--- src/logic/swpc_pkg.sv ---
/*
  Constants and types shared by the switch port configuration block.
  Assumes byte offsets of twelve bits and dword-wide configuration data.
*/
`default_nettype none
package swpc_pkg;
  // ****************************************
  // register byte offsets
  // ****************************************
  localparam logic [11:0] OFS_ID = 12'h000;
  localparam logic [11:0] OFS_CMD = 12'h004;
  localparam logic [11:0] OFS_PB_SEL = 12'h210;
  localparam logic [11:0] OFS_PB_DATA = 12'h214;
  localparam logic [11:0] OFS_PB_CAP = 12'h218;
  localparam logic [11:0] OFS_ACS_HDR = 12'h220;
  localparam logic [11:0] OFS_ACS_CC = 12'h224;
  localparam logic [11:0] OFS_EGRESS = 12'h228;
  localparam logic [11:0] OFS_LTR_HDR = 12'h230;
  localparam logic [11:0] OFS_LTR_SNOOP = 12'h234;
  // ****************************************
  // command field positions
  // ****************************************
  localparam int unsigned CMD_IO = 0;
  localparam int unsigned CMD_MEM = 1;
  localparam int unsigned CMD_BM = 2;
  localparam int unsigned CMD_PERR = 6;
  localparam int unsigned CMD_SERR = 8;
  localparam int unsigned CMD_INTD = 10;
  localparam int unsigned CMD_RSVD_LSB = 11;
  localparam int unsigned CMD_RSVD_MSB = 15;
  localparam int unsigned ID_DEV_LSB = 16;
  // ****************************************
  // reset and fixed values
  // ****************************************
  localparam logic [15:0] VENDOR_DEF = 16'h1A2B; // arbitrary value
  localparam logic [15:0] DEVICE_DEF = 16'h3C4D; // arbitrary value
  localparam logic [11:0] NEXT_NONE = 12'h000;
  localparam logic [3:0] CAP_VER = 4'h1;
  localparam logic [15:0] ACS_CAP_ID = 16'h000D;
  localparam logic [15:0] LTR_CAP_ID = 16'h0018;
  localparam logic [15:0] ACS_CAP_VAL = 16'h001F;
  localparam logic [15:0] ACS_CTL_MASK = 16'h007F;
  localparam int unsigned ACS_CTL_LSB = 16;
  localparam int unsigned EGRESS_W = 8;
  localparam logic [31:0] LTR_MASK = 32'h1FFF_1FFF;
  localparam logic [7:0] PB_CAP_VAL = 8'h01;
  localparam int unsigned PB_ENTRIES = 4;
  localparam logic [3:0][31:0] PB_TABLE = {32'h0000_0000,
    32'h0000_0000, 32'h0000_8319, 32'h0000_831E};
  // ****************************************
  // state types
  // ****************************************
  typedef struct packed {
    logic [15:0] vendor;
    logic [15:0] device;
  } swpc_id_st_t;
  typedef struct packed {
    logic pri_take;
    logic pri_ign;
    logic dn_fwd;
    logic dn_ur;
    logic dn_cpl;
    logic own_go;
    logic perr_act;
    logic err_msg;
    logic intx_msg;
    logic intx_fwd;
  } swpc_flt_st_t;
  typedef struct packed {
    logic io_en;
    logic mem_en;
    logic bm_en;
    logic perr_en;
    logic serr_en;
    logic intx_dis;
    logic [4:0] rsvd;
    logic [7:0] pb_sel;
    logic [15:0] acs_ctl;
    logic [7:0] egress;
    logic [31:0] ltr;
    logic [31:0] rdata;
    logic ack;
  } swpc_top_st_t;
endpackage : swpc_pkg
`default_nettype wire

--- src/logic/swpc_ctl_if.sv ---
/*
  Control bundle between the register bank, id loader and request filter.
  Assumes all three sit on the same clock.
*/
`timescale 1ns/1ns
`default_nettype none
interface swpc_ctl_if;
  logic [15:0] vendor_identifier;
  logic [15:0] device_identifier;
  logic io_en;
  logic mem_en;
  logic bm_en;
  logic perr_en;
  logic serr_en;
  logic intx_dis;
  modport regs (input vendor_identifier, device_identifier,
    output io_en, mem_en, bm_en, perr_en, serr_en, intx_dis);
  modport idl (output vendor_identifier, device_identifier);
  modport flt (input io_en, mem_en, bm_en, perr_en, serr_en, intx_dis);
endinterface : swpc_ctl_if
`default_nettype wire

--- src/logic/swpc_config_top.sv ---
/*
  Configuration register bank of one switch port: identifiers, command,
  power budgeting, access control and latency reporting registers.
  Assumes configuration requests, override strobes and request events
  all come from logic on CLK; none are pins, so none are synchronised.
*/
`timescale 1ns/1ns
`default_nettype none
// Notes on behaviour
// [RQ1] io enable clear: ignore primary io requests; set: respond; resets 0
// [RQ2] memory enable clear: ignore primary memory requests; set: respond
// [RQ3] bus master clear: no upstream requests; downstream ones become ur
// [RQ4] rejected non-posted request gets an unsupported-request completion
// [RQ5] bus master set: forward memory and io requests upstream
// [RQ6] bits 3,4,5,7,9 read zero and ignore writes
// [RQ7] parity response enable gates parity error action; resets 0
// [RQ8] serr enable gates fatal and non-fatal error reporting; resets 0
// [RQ9] interrupt disable stops own intx messages, not forwarded ones
// [RQ10] vendor and device ids read-only; overridable by smbus or eeprom
// [RQ11] access control cap and control at 224h, egress vector after it
// [RQ12] reserved command bits 15:11 read zero, writes kept, not acted on
module swpc_config_top (
  input wire logic CLK,
  input wire logic SRST,
  input wire logic CE,
  input wire logic CFG_REQ,
  input wire logic CFG_WR,
  input wire logic [11:0] CFG_ADDR,
  input wire logic [3:0] CFG_BE,
  input wire logic [31:0] CFG_WDATA,
  output logic [31:0] CFG_RDATA,
  output logic CFG_ACK,
  input wire logic SMB_ID_WE,
  input wire logic SMB_ID_SEL,
  input wire logic [15:0] SMB_ID_DATA,
  input wire logic EE_ID_WE,
  input wire logic EE_ID_SEL,
  input wire logic [15:0] EE_ID_DATA,
  input wire logic PRI_REQ_VALID,
  input wire logic PRI_REQ_IO,
  output logic PRI_REQ_TAKE,
  output logic PRI_REQ_IGNORE,
  input wire logic DN_REQ_VALID,
  input wire logic DN_REQ_NP,
  output logic DN_REQ_FWD,
  output logic DN_REQ_UR,
  output logic DN_UR_CPL,
  input wire logic OWN_REQ_VALID,
  output logic OWN_REQ_GO,
  input wire logic PERR_DET,
  output logic PERR_ACT,
  input wire logic ERR_DET,
  output logic ERR_MSG,
  input wire logic OWN_INTX,
  output logic OWN_INTX_MSG,
  input wire logic DN_INTX,
  output logic DN_INTX_FWD,
  output logic [15:0] ACS_CTRL,
  output logic [7:0] EGRESS_BLOCK,
  output logic [31:0] LTR_SNOOP
);

  // ****************************************
  // state and sub-blocks
  // ****************************************

  swpc_pkg::swpc_top_st_t st_ff;
  swpc_pkg::swpc_top_st_t nxt_st;
  swpc_pkg::swpc_flt_st_t flt_q;
  swpc_ctl_if ctl ();

  // identifiers live in their own block so override ports stay local
  swpc_id_loader u_idl (
    .clk(CLK),
    .srst(SRST),
    .ce(CE),
    .smb_we(SMB_ID_WE),
    .smb_sel(SMB_ID_SEL),
    .smb_data(SMB_ID_DATA),
    .ee_we(EE_ID_WE),
    .ee_sel(EE_ID_SEL),
    .ee_data(EE_ID_DATA),
    .ctl(ctl)
  );

  // request gating against the command bits
  swpc_req_filter u_flt (
    .clk(CLK),
    .srst(SRST),
    .ce(CE),
    .ctl(ctl),
    .pri_valid(PRI_REQ_VALID),
    .pri_io(PRI_REQ_IO),
    .dn_valid(DN_REQ_VALID),
    .dn_np(DN_REQ_NP),
    .own_valid(OWN_REQ_VALID),
    .perr_det(PERR_DET),
    .err_det(ERR_DET),
    .own_intx(OWN_INTX),
    .dn_intx(DN_INTX),
    .q(flt_q)
  );

  // ****************************************
  // helpers
  // ****************************************

  // merge write data into an old word under byte enables and a mask
  function automatic logic [31:0] be_merge(
    input logic [31:0] old,
    input logic [31:0] wdat,
    input logic [3:0] be,
    input logic [31:0] mask
  );
    logic [31:0] bmask;
    bmask = {{8{be[3]}}, {8{be[2]}}, {8{be[1]}}, {8{be[0]}}} & mask;
    be_merge = (old & ~bmask) | (wdat & bmask);
  endfunction : be_merge

  // header dword of an extended capability
  function automatic logic [31:0] ext_hdr(
    input logic [11:0] nxt,
    input logic [15:0] id
  );
    ext_hdr = {nxt, swpc_pkg::CAP_VER, id};
  endfunction : ext_hdr

  // ****************************************
  // command word view
  // ****************************************

  logic [15:0] cmd_rd;
  logic [31:0] cmd_wr;
  logic [31:0] cmd_merged;

  // legacy bits 3,4,5,7,9 are absent from the view and read as zero
  always_comb
  begin
    cmd_rd = '0; // RQ6
    cmd_rd[swpc_pkg::CMD_IO] = st_ff.io_en;
    cmd_rd[swpc_pkg::CMD_MEM] = st_ff.mem_en;
    cmd_rd[swpc_pkg::CMD_BM] = st_ff.bm_en;
    cmd_rd[swpc_pkg::CMD_PERR] = st_ff.perr_en;
    cmd_rd[swpc_pkg::CMD_SERR] = st_ff.serr_en;
    cmd_rd[swpc_pkg::CMD_INTD] = st_ff.intx_dis;
    // reserved bits are held but never shown or used
    cmd_wr = '0;
    cmd_wr[15:0] = cmd_rd;
    cmd_wr[swpc_pkg::CMD_RSVD_MSB:swpc_pkg::CMD_RSVD_LSB] = st_ff.rsvd;
    cmd_merged = be_merge(cmd_wr, CFG_WDATA, CFG_BE, 32'h0000_FFFF);
  end

  // ****************************************
  // power budget data lookup
  // ****************************************

  logic [31:0] pb_data;

  // selects past the table read as zero, which ends the walk for software
  always_comb
  begin
    if (st_ff.pb_sel < 8'(swpc_pkg::PB_ENTRIES))
      pb_data = swpc_pkg::PB_TABLE[st_ff.pb_sel[1:0]];
    else
      pb_data = '0;
  end

  // ****************************************
  // read decode
  // ****************************************

  logic [31:0] rd_word;
  logic [31:0] acs_word;

  // unmapped offsets read zero, as unimplemented config space must
  always_comb
  begin
    acs_word = {st_ff.acs_ctl, swpc_pkg::ACS_CAP_VAL}; // RQ11
    case (CFG_ADDR & 12'hFFC)
      swpc_pkg::OFS_ID:
        rd_word = {ctl.device_identifier, ctl.vendor_identifier}; // RQ10
      swpc_pkg::OFS_CMD:
        rd_word = {16'h0000, cmd_rd}; // RQ6 RQ12
      swpc_pkg::OFS_PB_SEL:
        rd_word = {24'h00_0000, st_ff.pb_sel};
      swpc_pkg::OFS_PB_DATA:
        rd_word = pb_data;
      swpc_pkg::OFS_PB_CAP:
        rd_word = {24'h00_0000, swpc_pkg::PB_CAP_VAL};
      swpc_pkg::OFS_ACS_HDR:
        rd_word = ext_hdr(swpc_pkg::NEXT_NONE, swpc_pkg::ACS_CAP_ID);
      swpc_pkg::OFS_ACS_CC:
        rd_word = acs_word; // RQ11
      swpc_pkg::OFS_EGRESS:
        rd_word = {24'h00_0000, st_ff.egress}; // RQ11
      swpc_pkg::OFS_LTR_HDR:
        rd_word = ext_hdr(swpc_pkg::NEXT_NONE, swpc_pkg::LTR_CAP_ID);
      swpc_pkg::OFS_LTR_SNOOP:
        rd_word = st_ff.ltr;
      default:
        rd_word = '0;
    endcase
  end

  // ****************************************
  // next state
  // ****************************************

  logic wr_hit;
  logic [31:0] acs_merged;
  logic [31:0] egr_merged;
  logic [31:0] ltr_merged;
  logic [31:0] sel_merged;

  // writes to read-only words are accepted and dropped silently
  always_comb
  begin
    nxt_st = st_ff;
    wr_hit = CFG_REQ && CFG_WR;
    acs_merged = be_merge(acs_word, CFG_WDATA, CFG_BE,
      {swpc_pkg::ACS_CTL_MASK, 16'h0000});
    egr_merged = be_merge({24'h00_0000, st_ff.egress}, CFG_WDATA,
      CFG_BE, 32'h0000_00FF);
    ltr_merged = be_merge(st_ff.ltr, CFG_WDATA, CFG_BE,
      swpc_pkg::LTR_MASK);
    sel_merged = be_merge({24'h00_0000, st_ff.pb_sel}, CFG_WDATA,
      CFG_BE, 32'h0000_00FF);
    // every request seen with CE high is answered one edge later, read or write
    nxt_st.ack = CFG_REQ;
    nxt_st.rdata = (CFG_REQ && !CFG_WR) ? rd_word : '0;
    if (wr_hit)
    begin
      case (CFG_ADDR & 12'hFFC)
        swpc_pkg::OFS_CMD:
        begin
          nxt_st.io_en = cmd_merged[swpc_pkg::CMD_IO]; // RQ1
          nxt_st.mem_en = cmd_merged[swpc_pkg::CMD_MEM]; // RQ2
          nxt_st.bm_en = cmd_merged[swpc_pkg::CMD_BM]; // RQ3 RQ5
          nxt_st.perr_en = cmd_merged[swpc_pkg::CMD_PERR]; // RQ7
          nxt_st.serr_en = cmd_merged[swpc_pkg::CMD_SERR]; // RQ8
          nxt_st.intx_dis = cmd_merged[swpc_pkg::CMD_INTD]; // RQ9
          nxt_st.rsvd = cmd_merged[swpc_pkg::CMD_RSVD_MSB:
            swpc_pkg::CMD_RSVD_LSB]; // RQ12
        end
        swpc_pkg::OFS_PB_SEL:
          nxt_st.pb_sel = sel_merged[7:0];
        swpc_pkg::OFS_ACS_CC:
          nxt_st.acs_ctl = acs_merged[31:swpc_pkg::ACS_CTL_LSB]; // RQ11
        swpc_pkg::OFS_EGRESS:
          nxt_st.egress = egr_merged[swpc_pkg::EGRESS_W-1:0]; // RQ11
        swpc_pkg::OFS_LTR_SNOOP:
          nxt_st.ltr = ltr_merged;
        default:
          nxt_st.ltr = st_ff.ltr;
      endcase
    end
  end

  // ****************************************
  // registers
  // ****************************************

  // all command bits clear at reset, so decoding starts disabled
  always_ff @(posedge CLK)
  begin
    if (SRST)
      st_ff <= '0; // RQ1 RQ2 RQ7 RQ8 RQ9
    else if (CE)
      st_ff <= nxt_st;
  end

  // ****************************************
  // outputs
  // ****************************************

  // control bundle to the filter
  assign ctl.io_en = st_ff.io_en;
  assign ctl.mem_en = st_ff.mem_en;
  assign ctl.bm_en = st_ff.bm_en;
  assign ctl.perr_en = st_ff.perr_en;
  assign ctl.serr_en = st_ff.serr_en;
  assign ctl.intx_dis = st_ff.intx_dis;

  // bus answer straight from flops
  assign CFG_RDATA = st_ff.rdata;
  assign CFG_ACK = st_ff.ack;

  // filter pulses, registered inside the filter
  assign PRI_REQ_TAKE = flt_q.pri_take;
  assign PRI_REQ_IGNORE = flt_q.pri_ign;
  assign DN_REQ_FWD = flt_q.dn_fwd;
  assign DN_REQ_UR = flt_q.dn_ur;
  assign DN_UR_CPL = flt_q.dn_cpl;
  assign OWN_REQ_GO = flt_q.own_go;
  assign PERR_ACT = flt_q.perr_act;
  assign ERR_MSG = flt_q.err_msg;
  assign OWN_INTX_MSG = flt_q.intx_msg;
  assign DN_INTX_FWD = flt_q.intx_fwd;

  // capability controls that steer the fabric
  assign ACS_CTRL = st_ff.acs_ctl;
  assign EGRESS_BLOCK = st_ff.egress;
  assign LTR_SNOOP = st_ff.ltr;

endmodule : swpc_config_top
`default_nettype wire

--- src/logic/swpc_id_loader.sv ---
/*
  Holds the vendor and device identifiers and their override path.
  Assumes override strobes come from same-clock SMBus and EEPROM logic.
*/
`timescale 1ns/1ns
`default_nettype none
module swpc_id_loader (
  input wire logic clk,
  input wire logic srst,
  input wire logic ce,
  input wire logic smb_we,
  input wire logic smb_sel,
  input wire logic [15:0] smb_data,
  input wire logic ee_we,
  input wire logic ee_sel,
  input wire logic [15:0] ee_data,
  swpc_ctl_if.idl ctl
);
  swpc_pkg::swpc_id_st_t st_ff;
  swpc_pkg::swpc_id_st_t nxt_st;

  // smbus wins a same-cycle collision: it is the later, manual source
  always_comb
  begin
    nxt_st = st_ff;
    if (ee_we)
    begin
      if (ee_sel) nxt_st.device = ee_data; // RQ10
      else nxt_st.vendor = ee_data; // RQ10
    end
    if (smb_we)
    begin
      if (smb_sel) nxt_st.device = smb_data; // RQ10
      else nxt_st.vendor = smb_data; // RQ10
    end
  end

  always_ff @(posedge clk)
  begin
    if (srst)
    begin
      st_ff.vendor <= swpc_pkg::VENDOR_DEF;
      st_ff.device <= swpc_pkg::DEVICE_DEF;
    end
    else if (ce) st_ff <= nxt_st;
  end

  assign ctl.vendor_identifier = st_ff.vendor;
  assign ctl.device_identifier = st_ff.device;
endmodule : swpc_id_loader
`default_nettype wire

--- src/logic/swpc_req_filter.sv ---
/*
  Gates request decoding, forwarding and messages by the command bits.
  Assumes request strobes are one-cycle pulses on the same clock.
*/
`timescale 1ns/1ns
`default_nettype none
module swpc_req_filter (
  input wire logic clk,
  input wire logic srst,
  input wire logic ce,
  swpc_ctl_if.flt ctl,
  input wire logic pri_valid,
  input wire logic pri_io,
  input wire logic dn_valid,
  input wire logic dn_np,
  input wire logic own_valid,
  input wire logic perr_det,
  input wire logic err_det,
  input wire logic own_intx,
  input wire logic dn_intx,
  output var swpc_pkg::swpc_flt_st_t q
);
  swpc_pkg::swpc_flt_st_t st_ff;
  swpc_pkg::swpc_flt_st_t nxt_st;
  logic pri_en;

  // each answer is registered one edge after its request while CE is high, and held while CE is low
  always_comb
  begin
    pri_en = pri_io ? ctl.io_en : ctl.mem_en; // RQ1 RQ2
    nxt_st.pri_take = pri_valid && pri_en; // RQ1 RQ2
    nxt_st.pri_ign = pri_valid && !pri_en; // RQ1 RQ2
    nxt_st.dn_fwd = dn_valid && ctl.bm_en; // RQ5
    nxt_st.dn_ur = dn_valid && !ctl.bm_en; // RQ3
    nxt_st.dn_cpl = dn_valid && dn_np && !ctl.bm_en; // RQ4
    nxt_st.own_go = own_valid && ctl.bm_en; // RQ3
    nxt_st.perr_act = perr_det && ctl.perr_en; // RQ7
    nxt_st.err_msg = err_det && ctl.serr_en; // RQ8
    nxt_st.intx_msg = own_intx && !ctl.intx_dis; // RQ9
    // forwarded interrupts ignore the disable bit on purpose
    nxt_st.intx_fwd = dn_intx; // RQ9
  end

  always_ff @(posedge clk)
  begin
    if (srst) st_ff <= '0;
    else if (ce) st_ff <= nxt_st;
  end

  assign q = st_ff;
endmodule : swpc_req_filter
`default_nettype wire

--- config.mk ---
export PLATFORM = sky130hd
export DESIGN_NAME = swpc_config_top
export DESIGN_NICKNAME = d
export VERILOG_FILES = /design/src/logic/swpc_pkg.sv /design/src/logic/swpc_ctl_if.sv /design/src/logic/swpc_config_top.sv /design/src/logic/swpc_id_loader.sv /design/src/logic/swpc_req_filter.sv
export SDC_FILE = /design/constraint.sdc
export NUM_CORES = 1
export LEC_CHECK = 0
export ABC_AREA = 1
export BUFFER_PORTS_ARGS = -buffer_cell sky130_fd_sc_hd__buf_2
export CORE_MARGIN = 5
export CORE_UTILIZATION = 40
export DETAILED_ROUTE_END_ITERATION = 7
export PLACE_DENSITY_LB_ADDON = 0.12
export SLEW_MARGIN = 10
export SYNTH_ARGS = -nofsm -noshare
export SYNTH_HDL_FRONTEND = slang
export SYNTH_SLANG_ARGS = --single-unit
--- constraint.sdc ---
create_clock -name CLK -period 2.3 [get_ports CLK]
set_input_delay 0 -clock CLK [delete_from_list [all_inputs] [get_ports CLK]]
set_output_delay 0 -clock CLK [all_outputs]
set_load 0.05 [all_outputs]
# Word-level counts from Yosys, hierarchy flattened
# Index checks and enable logic that the tools add are counted.
# Widths: inputs -> output; s select.
dict set report totals {
  out_inout_bits 99
  mem_count 0
  mem_bits_rw 0
  regBits 150
  elab_cells 88
  romBits 0
  latch_bits 0
}
dict set report classes {
  n_div 0
  add_sub_neg 0
  muxes 12
  order_cmp 2
  n_mul 0
  shift 0
  n_bitwise 18
  n_reduce_logical 22
  eq_ne 9
}
# operator count
set op_table {}
lappend op_table {{$pmux 32 s10} 1}
lappend op_table {{$mux 32} 5}
lappend op_table {{$eq 10x8->1 const B} 8}
lappend op_table {{$and 32x32->32} 2}
lappend op_table {{$bmux 32 s2} 1}
lappend op_table {{$mux 16} 4}
lappend op_table {{$or 32x32->32} 2}
lappend op_table {{$and 16x16->16} 2}
lappend op_table {{$and 32x23->32} 1}
lappend op_table {{$and 32x29->32} 1}
lappend op_table {{$not 23->32} 1}
lappend op_table {{$not 29->32} 1}
lappend op_table {{$and 8x8->8} 3}
lappend op_table {{$not 16->16} 1}
lappend op_table {{$or 16x16->16} 1}
lappend op_table {{$or 8x8->8} 2}
lappend op_table {{$reduce_and 3->1} 5}
lappend op_table {{$logic_and 1x1->1} 12}
lappend op_table {{$logic_not 12->1} 1}
lappend op_table {{$eq 10x1->1 const B} 1}
lappend op_table {{$lt 8x3->1 const B} 1}
lappend op_table {{$not 8->8} 1}
lappend op_table {{$logic_not 1->1} 4}
lappend op_table {{$lt 2x3->1 const B} 1}
lappend op_table {{$mux 1} 1}

# Depth between registers and ports, before layout
# Gate-level depths: netlist (run 1).
dict set report depth {
  depth_word 5
  mapped_depth 13
  mapped_depth_nobuf 11
}

# Modules after synthesis
# A second synthesis (run 1) with hierarchy kept.
dict set report hier_totals {
  hier_cells 994
  area_unflattened_um2 6877.8
}
# module instances area_per_inst_um2 cells_per_inst seq_area_each_um2
set modules_own_cells {}
lappend modules_own_cells {swpc_config_top 1 4822.1 687 1761.7}
lappend modules_own_cells {swpc_id_loader 1 1654.1 256 640.6}
lappend modules_own_cells {swpc_req_filter 1 401.6 51 200.2}

# Worst setup path after synthesis (run 1)
# No wires, ideal clock.
dict set report synth_path {
  kind {input-to-reg}
  from {input port CFG_ADDR[8]}
  to {register (tool-made name)}
  n_path_buf 2
  t_required_ps 2181
  setup_ps 119
  arrival_time_ps 1109
  setup_slack_ps 1072
  path_stages 10
  path_cell_list {inv_2 nand2_1 nor2_1 buf_4 nand3_1 nor2_1 inv_1 buf_2 o21ai_0 a21oi_1}
}
# element line_no
set synth_rtl {}
lappend synth_rtl {{from (decl)} swpc_config_top.sv:28} ;# input wire logic [11:0] CFG_ADDR,

==> results of run 1 <==
power by group:
part,switching [uW],internal [uW]
clock network,1060,1720
registers,22.5,2300
logic,367,243
total,1450,4270
layer usage:
metal | track usage (%) | part of all wire (%) | up-vias
met4 | 7.23 | 2.1 | 0
met2 | 35.9 | 46 | 222
met1 | 29.1 | 46 | 2982
met5 | 0 | 0 | -
met3 | 4.97 | 5.9 | 29
li1 | - | - | 3359
cell usage after synthesis:
cell type,number
sky130_fd_sc_hd__nand4_1,15
sky130_fd_sc_hd__a22oi_1,1
sky130_fd_sc_hd__buf_1,2
sky130_fd_sc_hd__dfxtp_1,130
sky130_fd_sc_hd__a311oi_1,6
sky130_fd_sc_hd__a31oi_1,3
sky130_fd_sc_hd__clkbuf_1,29
sky130_fd_sc_hd__a21oi_2,1
sky130_fd_sc_hd__a21oi_1,110
sky130_fd_sc_hd__buf_2,8
sky130_fd_sc_hd__conb_1,1
sky130_fd_sc_hd__o21ai_0,106
sky130_fd_sc_hd__inv_1,95
sky130_fd_sc_hd__o22ai_1,4
sky130_fd_sc_hd__nand3_2,1
sky130_fd_sc_hd__o221ai_1,4
sky130_fd_sc_hd__clkinv_1,4
sky130_fd_sc_hd__nor3b_1,1
sky130_fd_sc_hd__nand2_1,199
sky130_fd_sc_hd__o211ai_1,13
sky130_fd_sc_hd__nor2_4,1
sky130_fd_sc_hd__buf_6,2
sky130_fd_sc_hd__nor3_2,1
sky130_fd_sc_hd__nor2_2,6
sky130_fd_sc_hd__nand3b_1,2
sky130_fd_sc_hd__inv_2,6
sky130_fd_sc_hd__buf_4,91
sky130_fd_sc_hd__nor2_1,63
sky130_fd_sc_hd__nand3_1,45
layout make-up:
| type | instances | area [um2] |
|---|---|---|
| Multi-Input combinational cell | 597 | 2780 |
| Timing Repair Buffer | 277 | 1870 |
| Sequential cell | 130 | 2600 |
| Clock inverter | 14 | 163 |
| Fill cell | 1715 | 7830 |
| Inverter | 105 | 394 |
| Clock buffer | 18 | 439 |
| Tap cell | 220 | 275 |
cell families (layout without fill, tap and decap cells):
family | Yosys count | count (layout) | synth area share (%)
AO/OA/AOI/OAI | 248 | 248 | 20.1
flip-flops | 130 | 130 | 39.5
AND/OR/NAND/NOR | 334 | 334 | 21.2
buffers and inverters | 237 | 414 | 19.1
other | 1 | 15 | 0.0570
cells in the final DEF (no fill, tap or decap), types with 2 or more instances in the layout:
| cell type | n |
|---|---|
| sky130_fd_sc_hd__nand4_1 | 15 |
| sky130_fd_sc_hd__dlygate4sd3_1 | 78 |
| sky130_fd_sc_hd__nand2_1 | 199 |
| sky130_fd_sc_hd__a311oi_1 | 6 |
| sky130_fd_sc_hd__o211ai_1 | 13 |
| sky130_fd_sc_hd__clkinv_1 | 4 |
| sky130_fd_sc_hd__buf_2 | 173 |
| sky130_fd_sc_hd__clkbuf_16 | 17 |
| sky130_fd_sc_hd__nand3_1 | 45 |
| sky130_fd_sc_hd__dfxtp_1 | 130 |
| sky130_fd_sc_hd__buf_12 | 2 |
| sky130_fd_sc_hd__nor2_1 | 63 |
| sky130_fd_sc_hd__inv_2 | 7 |
| sky130_fd_sc_hd__a31oi_1 | 3 |
| sky130_fd_sc_hd__conb_1 | 15 |
| sky130_fd_sc_hd__a21oi_1 | 110 |
| sky130_fd_sc_hd__bufinv_16 | 3 |
| sky130_fd_sc_hd__o22ai_1 | 4 |
| sky130_fd_sc_hd__nor2_2 | 6 |
| sky130_fd_sc_hd__clkinv_2 | 5 |
| sky130_fd_sc_hd__nand3b_1 | 2 |
| sky130_fd_sc_hd__clkinvlp_4 | 4 |
| sky130_fd_sc_hd__o21ai_0 | 105 |
| sky130_fd_sc_hd__inv_1 | 94 |
| sky130_fd_sc_hd__buf_4 | 24 |
| sky130_fd_sc_hd__o221ai_1 | 4 |
worst min-delay path, stage by stage:
cell                      delay, ps
sky130_fd_sc_hd__buf_2          100
sky130_fd_sc_hd__nand2_1         50
sky130_fd_sc_hd__nand2_1         70
sky130_fd_sc_hd__o21ai_0         80
sky130_fd_sc_hd__a21oi_1        100
stage by stage:
stage	area, um2	total power (uW)
3_5_place_dp	7130	2870
2_1_floorplan	6640	2690
5_1_grt	8520	5920
4_1_cts	8520	5760
3_3_place_gp	7130	2870
6_report	8520	5720
path summary, 6_finish.rpt:
kind              slack, ps                             end  depth (start not counted)
setup / recovery        730                    CFG_RDATA[3]                          9
hold / removal            9  u_idl.ctl.device_identifier[1]                          5
setup reg to reg        730                    CFG_RDATA[3]                          9
hold reg to reg         450  u_idl.ctl.vendor_identifier[4]                          2
what timing repair did:
action	in CTS	in global routing
hold endpoints to repair	97	0
buffers inserted	0	0
hold buffers	78	0
==> results.md, run 1 <==
- The number of H-tree levels is 4.
- The total detailed-routing wirelength is 21.2 mm.
- The routed length per instance is 15.6 um.
- The tightest min-delay check is of the in -> reg type.
- The tree is rooted in a sky130_fd_sc_hd__clkbuf_16.
- After synthesis the cells add up to 6580 um2.
- The total of buffers placed on input and output ports is 173.
- The first global-routing pass estimated 34.0 mm of wire.
- The least setup slack across all paths after layout is 734 ps.
- In this run the standard cell core region covers 16300 um2.
- From left edge to right edge, the die measures 138 um.
- The vias after detailed routing is 6592.
- The net count of the finished layout is 1226.
- 0 antenna diodes ended up in the layout.
- The buffer depth of the longest clock path is 2.
- The floorplan has 47 rows.
- The count of boundary I/O pins is 197.
- The count of pins over their slew limit came to 0.
- The worst hold slack is 8.61 ps.
- Compared with the post-synthesis result, the final layout area differs by 29.4%.
- The final standard cell count with taps included and fillers excluded is 1361.
- The count of endpoints failing hold in the final timing report is 0.
- The residual DRC count is 0.
- Routability-driven placement finished with a final weighted congestion of 0.863.
- The number of clock sinks is 130.
- The setup TNS is 0 ps.
- Detailed placement ended at an HPWL of 15.0 mm.
- In this run, the number of DRC markers left after iteration 0 of detailed routing was 403.
- The data required time of the worst path is 2650 ps.
- The total leakage power is 0.00381 uW.
- The clock-pin slew of the registers on the worst-case setup and hold paths is 60 ps.
- The flow ran to the end, and the final reports show no timing, DRC or antenna violations.
- The count of buffer and inverter cells on the critical path is 0.
- The synthesized flop and latch total is 130.
- On the final layout, the worst clock skew is 5.10 ps.
- The Yosys step of the flow raised 0 warnings.
- Counting the buffers created by CTS gives 17.
- Post-CTS repair changed the size of 0 cells.
- At the later pin of the worst-skew pair, clock insertion delay measures 430 ps.
- On the critical path, the stage with the largest delay is an instance of sky130_fd_sc_hd__dfxtp_1.
- The post-synthesis sequential area ratio is 39.5%.
- After synthesis, the mean cell area works out to 6.93 um2.
- The number of antenna violations at the first check in global routing is 0.
- The maximum fanout encountered on the critical timing path is 6.
- OpenSTA, run right after detailed placement, puts the worst setup slack at 544 ps.
- The type of origin of the critical path is a flop.
- The initial utilization of the core area, before any placement, comes to 40.3%.
- In the post-synthesis netlist, the biggest area contributors are sky130_fd_sc_hd__dfxtp_1, sky130_fd_sc_hd__nand2_1, sky130_fd_sc_hd__buf_4, sky130_fd_sc_hd__a21oi_1, sky130_fd_sc_hd__o21ai_0.
- The launch point of the worst hold path is EE_ID_DATA[1].
- The kind of cell with the highest combined delay on the critical path is simple AND/OR/NAND/NOR gates.
- The critical setup path kind is reg -> reg.
- The number of global-route vias before repair is 6315.
- The worst path uses 68.1% of the clock period.
- In this design, the stage delay of the slowest critical-path cell is 310 ps.
- The critical path arrival is 1920 ps.
- The die covers 19100 um2.
- Traced cell by cell, the critical path runs through nor2_1 -> nand3_1 -> nor2_1 -> nand2_1 -> o21ai_0 -> nor2_1 -> nand2_1 -> nand2_1 -> a21oi_1.
- The count of max-cap constraint violations is 0.
- The power per cell area is 672 nW/um2.
- The die height is 138 um.
- TritonCTS built the clock tree.
- The relative max-transition margin is 57.6%.
- The clock period minus worst slack is 1570 ps.
- The count of nets left with antenna violations after detail routing is 0.
- Summed over all layers, the global routing overflow is 0.
- After detailed placement, the design holds a cell count of 1251.
- The share of cells above drive strength 1 is 21.7%.
- Setup repair after global routing left no endpoint under its margin.
- sky130_fd_sc_hd__dfxtp_1 takes more of the synthesized area than any other cell.
- The number of optimization iterations in the first detailed-route pass is 5.
- At the pin with the least slew margin, the transition time is 637 ps.
- The final number of setup-violating endpoints is 0.
- The share of synthesized area in the top cell type comes to 39.5%.
- The aggregate global-route resource usage is 22.0%.
- The pin count of the biggest net entering global routing is 55.
- The cell count after synthesis is 950.
- IR analysis of the VDD net gives a maximum drop of 0.000500 V.
- STA classifies the critical path endpoint as a flop.
- Based on the critical path, the design can be clocked at up to 639 MHz.
- The final cell utilization of the core is 52.1%.
- After detailed routing, the number of vias per cell comes to 4.84.
- Counting distinct cell types in the post-synthesis netlist gives 29.
Power figures use the tool's default switching activity.
==> run 2: changes to the inputs <==
==> constraint.sdc (replaced) <==
create_clock -name CLK -period 1.3 [get_ports CLK]
set_input_delay 0 -clock CLK [delete_from_list [all_inputs] [get_ports CLK]]
set_output_delay 0 -clock CLK [all_outputs]
set_load 0.05 [all_outputs]
==> run 2 against run 1 <==
Net effect: die area unchanged; the flow now finishes with violations (negative setup slack); highest routed layer unchanged; hold slack improved by 15 ps; critical endpoint is now u_idl.ctl.vendor_identifier[13]; critical path depth decreased by 6; clock power increased by 79%; register-to-register slack got worse by 750 ps.
==> results.md, run 2 (synthesized netlist as in run 1, its figures left out) <==
- The pin count of the biggest net entering global routing is 63 (+15%).
- The library cell used most frequently in the layout, excluding fill and tap cells, is sky130_fd_sc_hd__nand2_1.
- The number of antenna violations at the first check in global routing is 0 (unchanged).
- The via density per instance came to 4.80 (-0.90%).
- The residual DRC count was 0 (unchanged).
- The clock tree from TritonCTS is built.
- The number of DRC violations after detailed-routing iteration 0 is 345 (-14%).
- The capturing instance or port of the critical path is u_idl.ctl.vendor_identifier[13].
- The global placer's final weighted congestion was 0.906 (+5.0%).
- The type of origin of the critical path is a flop.
- The final standard cell count with taps included and fillers excluded was 1424 (+4.6%).
- The number of placement rows is 47 (unchanged).
- The number of global-route vias before repair is 6507 (+3.0%).
- The number of H-tree levels came to 4 (unchanged).
- The final number of setup-violating endpoints is 1 (+1).
- The placeable core region is 16300 um2 (unchanged).
- The buffer depth of the longest clock path is 2 (unchanged).
- The count of boundary I/O pins is 197 (unchanged).
- The critical path arrival came to 1620 ps (-300 ps).
- In this run the worst hold path is classified as in -> reg.
- The peak supply drop came to 0.000904 V (+81%).
- The setup clock skew after layout is 7.19 ps (+2.08 ps).
- The checks that failed: negative setup slack.
- The setup slack after placement is -275 ps (-819 ps).
- The worst register-to-register path begins at u_idl.ctl.vendor_identifier[13].
- The data required time of the worst path is 1600 ps (-1050 ps).
- Setup repair after global routing could not meet its margin everywhere.
- The total die area is 19100 um2 (unchanged).
- The antenna diode count was 0 (unchanged).
- The net count reported at finish was 1289 (+5.1%).
- The vias after detailed routing came to 6835 (+3.7%).
- The placed cell area came to 7620 um2 (+6.8%).
- The share of cells above drive strength 1 is 27.8% (+6.1 points).
- CTS placed an instance of sky130_fd_sc_hd__clkbuf_16 at the clock tree root.
- The least setup slack across all paths after layout is -11.9 ps (-746 ps).
- The global-route wire length before repair is 34.3 mm (+0.85%).
- The sum of net half-perimeters after detailed placement is 15.8 mm (+5.5%).
- The endpoint identified for the worst register-to-register timing path is u_idl.ctl.vendor_identifier[13].
- The beginning of the critical path is u_idl.ctl.vendor_identifier[13].
- The routed length per instance came to 15.3 um (-2.3%).
- The total detailed-routing wirelength is 21.7 mm (+2.2%).
- The die height was 138 um (unchanged).
- The count of nets left with antenna violations after detail routing came to 0 (unchanged).
- The run finished, with violations left.
- The number of optimization iterations in the first detailed-route pass came to 6 (+1).
- In the layout the commonest cells are sky130_fd_sc_hd__nand2_1, sky130_fd_sc_hd__buf_2, sky130_fd_sc_hd__dfxtp_1.
- The width of the die is 138 um (unchanged).
- The insertion delay of the later-clocked pin in the worst-skew pair is 420 ps (about the same).
- The count of max-cap constraint violations was 0 (unchanged).
- The placed instance count came to 1306 (+4.4%).
- The total of buffers placed on input and output ports is 173 (unchanged).
- The count of pins over their slew limit came to 0 (unchanged).
- The maximum fanout encountered on the critical timing path came to 2 (-4).
- The count of endpoints failing hold in the final timing report came to 0 (unchanged).
- The final non-filler cell area was 9210 um2 (+8.1%).
- The portion of the clock cycle consumed by the worst path in the final layout is 101% (+33 points).
- The signed area change from the synthesized netlist to the final layout is 39.9%.
- The critical setup path kind is reg -> reg.
- The total CTS buffers was 17 (unchanged).
- The clock period minus worst slack is 1310 ps (-254 ps).
- The flop-to-flop setup slack was -10 ps (-750 ps).
- The total leakage power was 0.00418 uW (+9.7%).
- The final cell utilization of the core is 56.3% (+4.2 points).
- The number of clock sinks is 130 (unchanged).
- The startpoint identified for the worst hold timing path is EE_ID_DATA[15].
- The remaining global-route overflow was 0 (unchanged).
- The highest clock rate came to 762 MHz (+19%).
- The initial cell density of the core came to 40.3% (unchanged).
- The aggregate global-route resource usage was 22.1% (+0.042 points).
- The setup TNS was -11.9 ps (-11.9 ps).
- The number of cells on the worst reg-to-reg path is 3 (-6).
- The power per cell area came to 1120 nW/um2 (+66%).
- The clock-pin slew of the registers on the worst-case setup and hold paths is 50 ps (about the same).
- The element type at the critical path end is a flop.
run 2: cell count changes in the layout (fill, tap and decap cells not counted), sizes merged:
cell,before,now
clkbuf,18,23
buf,199,262
inv,102,100
clkinvlp,4,5
clkinv,10,6
run 2: worst min-delay path by stage:
stage,to,slack [ps],depth (start not counted)
2_1_floorplan,flop,130,2
3_3_place_gp,flop,240,3
3_5_place_dp,flop,240,3
4_1_cts,u_idl.ctl.device_identifier[15],20,5
5_1_grt,u_idl.ctl.device_identifier[15],40,5
6_report,u_idl.ctl.device_identifier[15],20,5
run 2: where the power goes:
| group | total [uW] | internal, uW | switching [uW] |
|---|---|---|---|
| Combinational | 1200 | 521 | 681 |
| Sequential | 4110 | 4070 | 39.7 |
| Clock | 4980 | 3210 | 1770 |
run 2: layout make-up:
class                           count  area (um2)
Fill cell                        1627        7140
Multi-Input combinational cell    597        2860
Sequential cell                   130        2610
Timing Repair Buffer              340        2450
Clock buffer                       23         488
Inverter                          105         402
Tap cell                          220         275
Clock inverter                      9         128
run 2: timing repair:
| item | 4_1_cts | 5_1_grt |
|---|---|---|
| setup buffers | 1 | 7 |
| setup endpoints to repair | 6 | 30 |
| endpoints found under the hold margin | 98 | 1 |
| pin swaps | 0 | 8 |
| hold buffers | 79 | 1 |
| resized for setup | 5 | 34 |
run 2: worst max-delay path: stages, from the launching register on:
cell                            delay (ps)
sky130_fd_sc_hd__dfxtp_1               310
sky130_fd_sc_hd__o21ai_0               250
sky130_fd_sc_hd__a31oi_1                70
sky130_fd_sc_hd__dlygate4sd3_1         560
run 2: per-stage QoR:
step	power, uW	hold slack [ps]
finish	10300	23.6
global placement	5150	238
floorplan	4760	128
global route	10700	36.7
CTS	10300	15.1
detailed placement	5150	241
run 2: metal layers:
layer | wire length, um | vias up | track usage, %
met2 | 9880 | 231 | 35.3
met4 | 450 | 0 | 7.12
met5 | 0 | - | 0
li1 | - | 3489 | -
met3 | 1340 | 39 | 5.49
met1 | 10100 | 3076 | 29.4
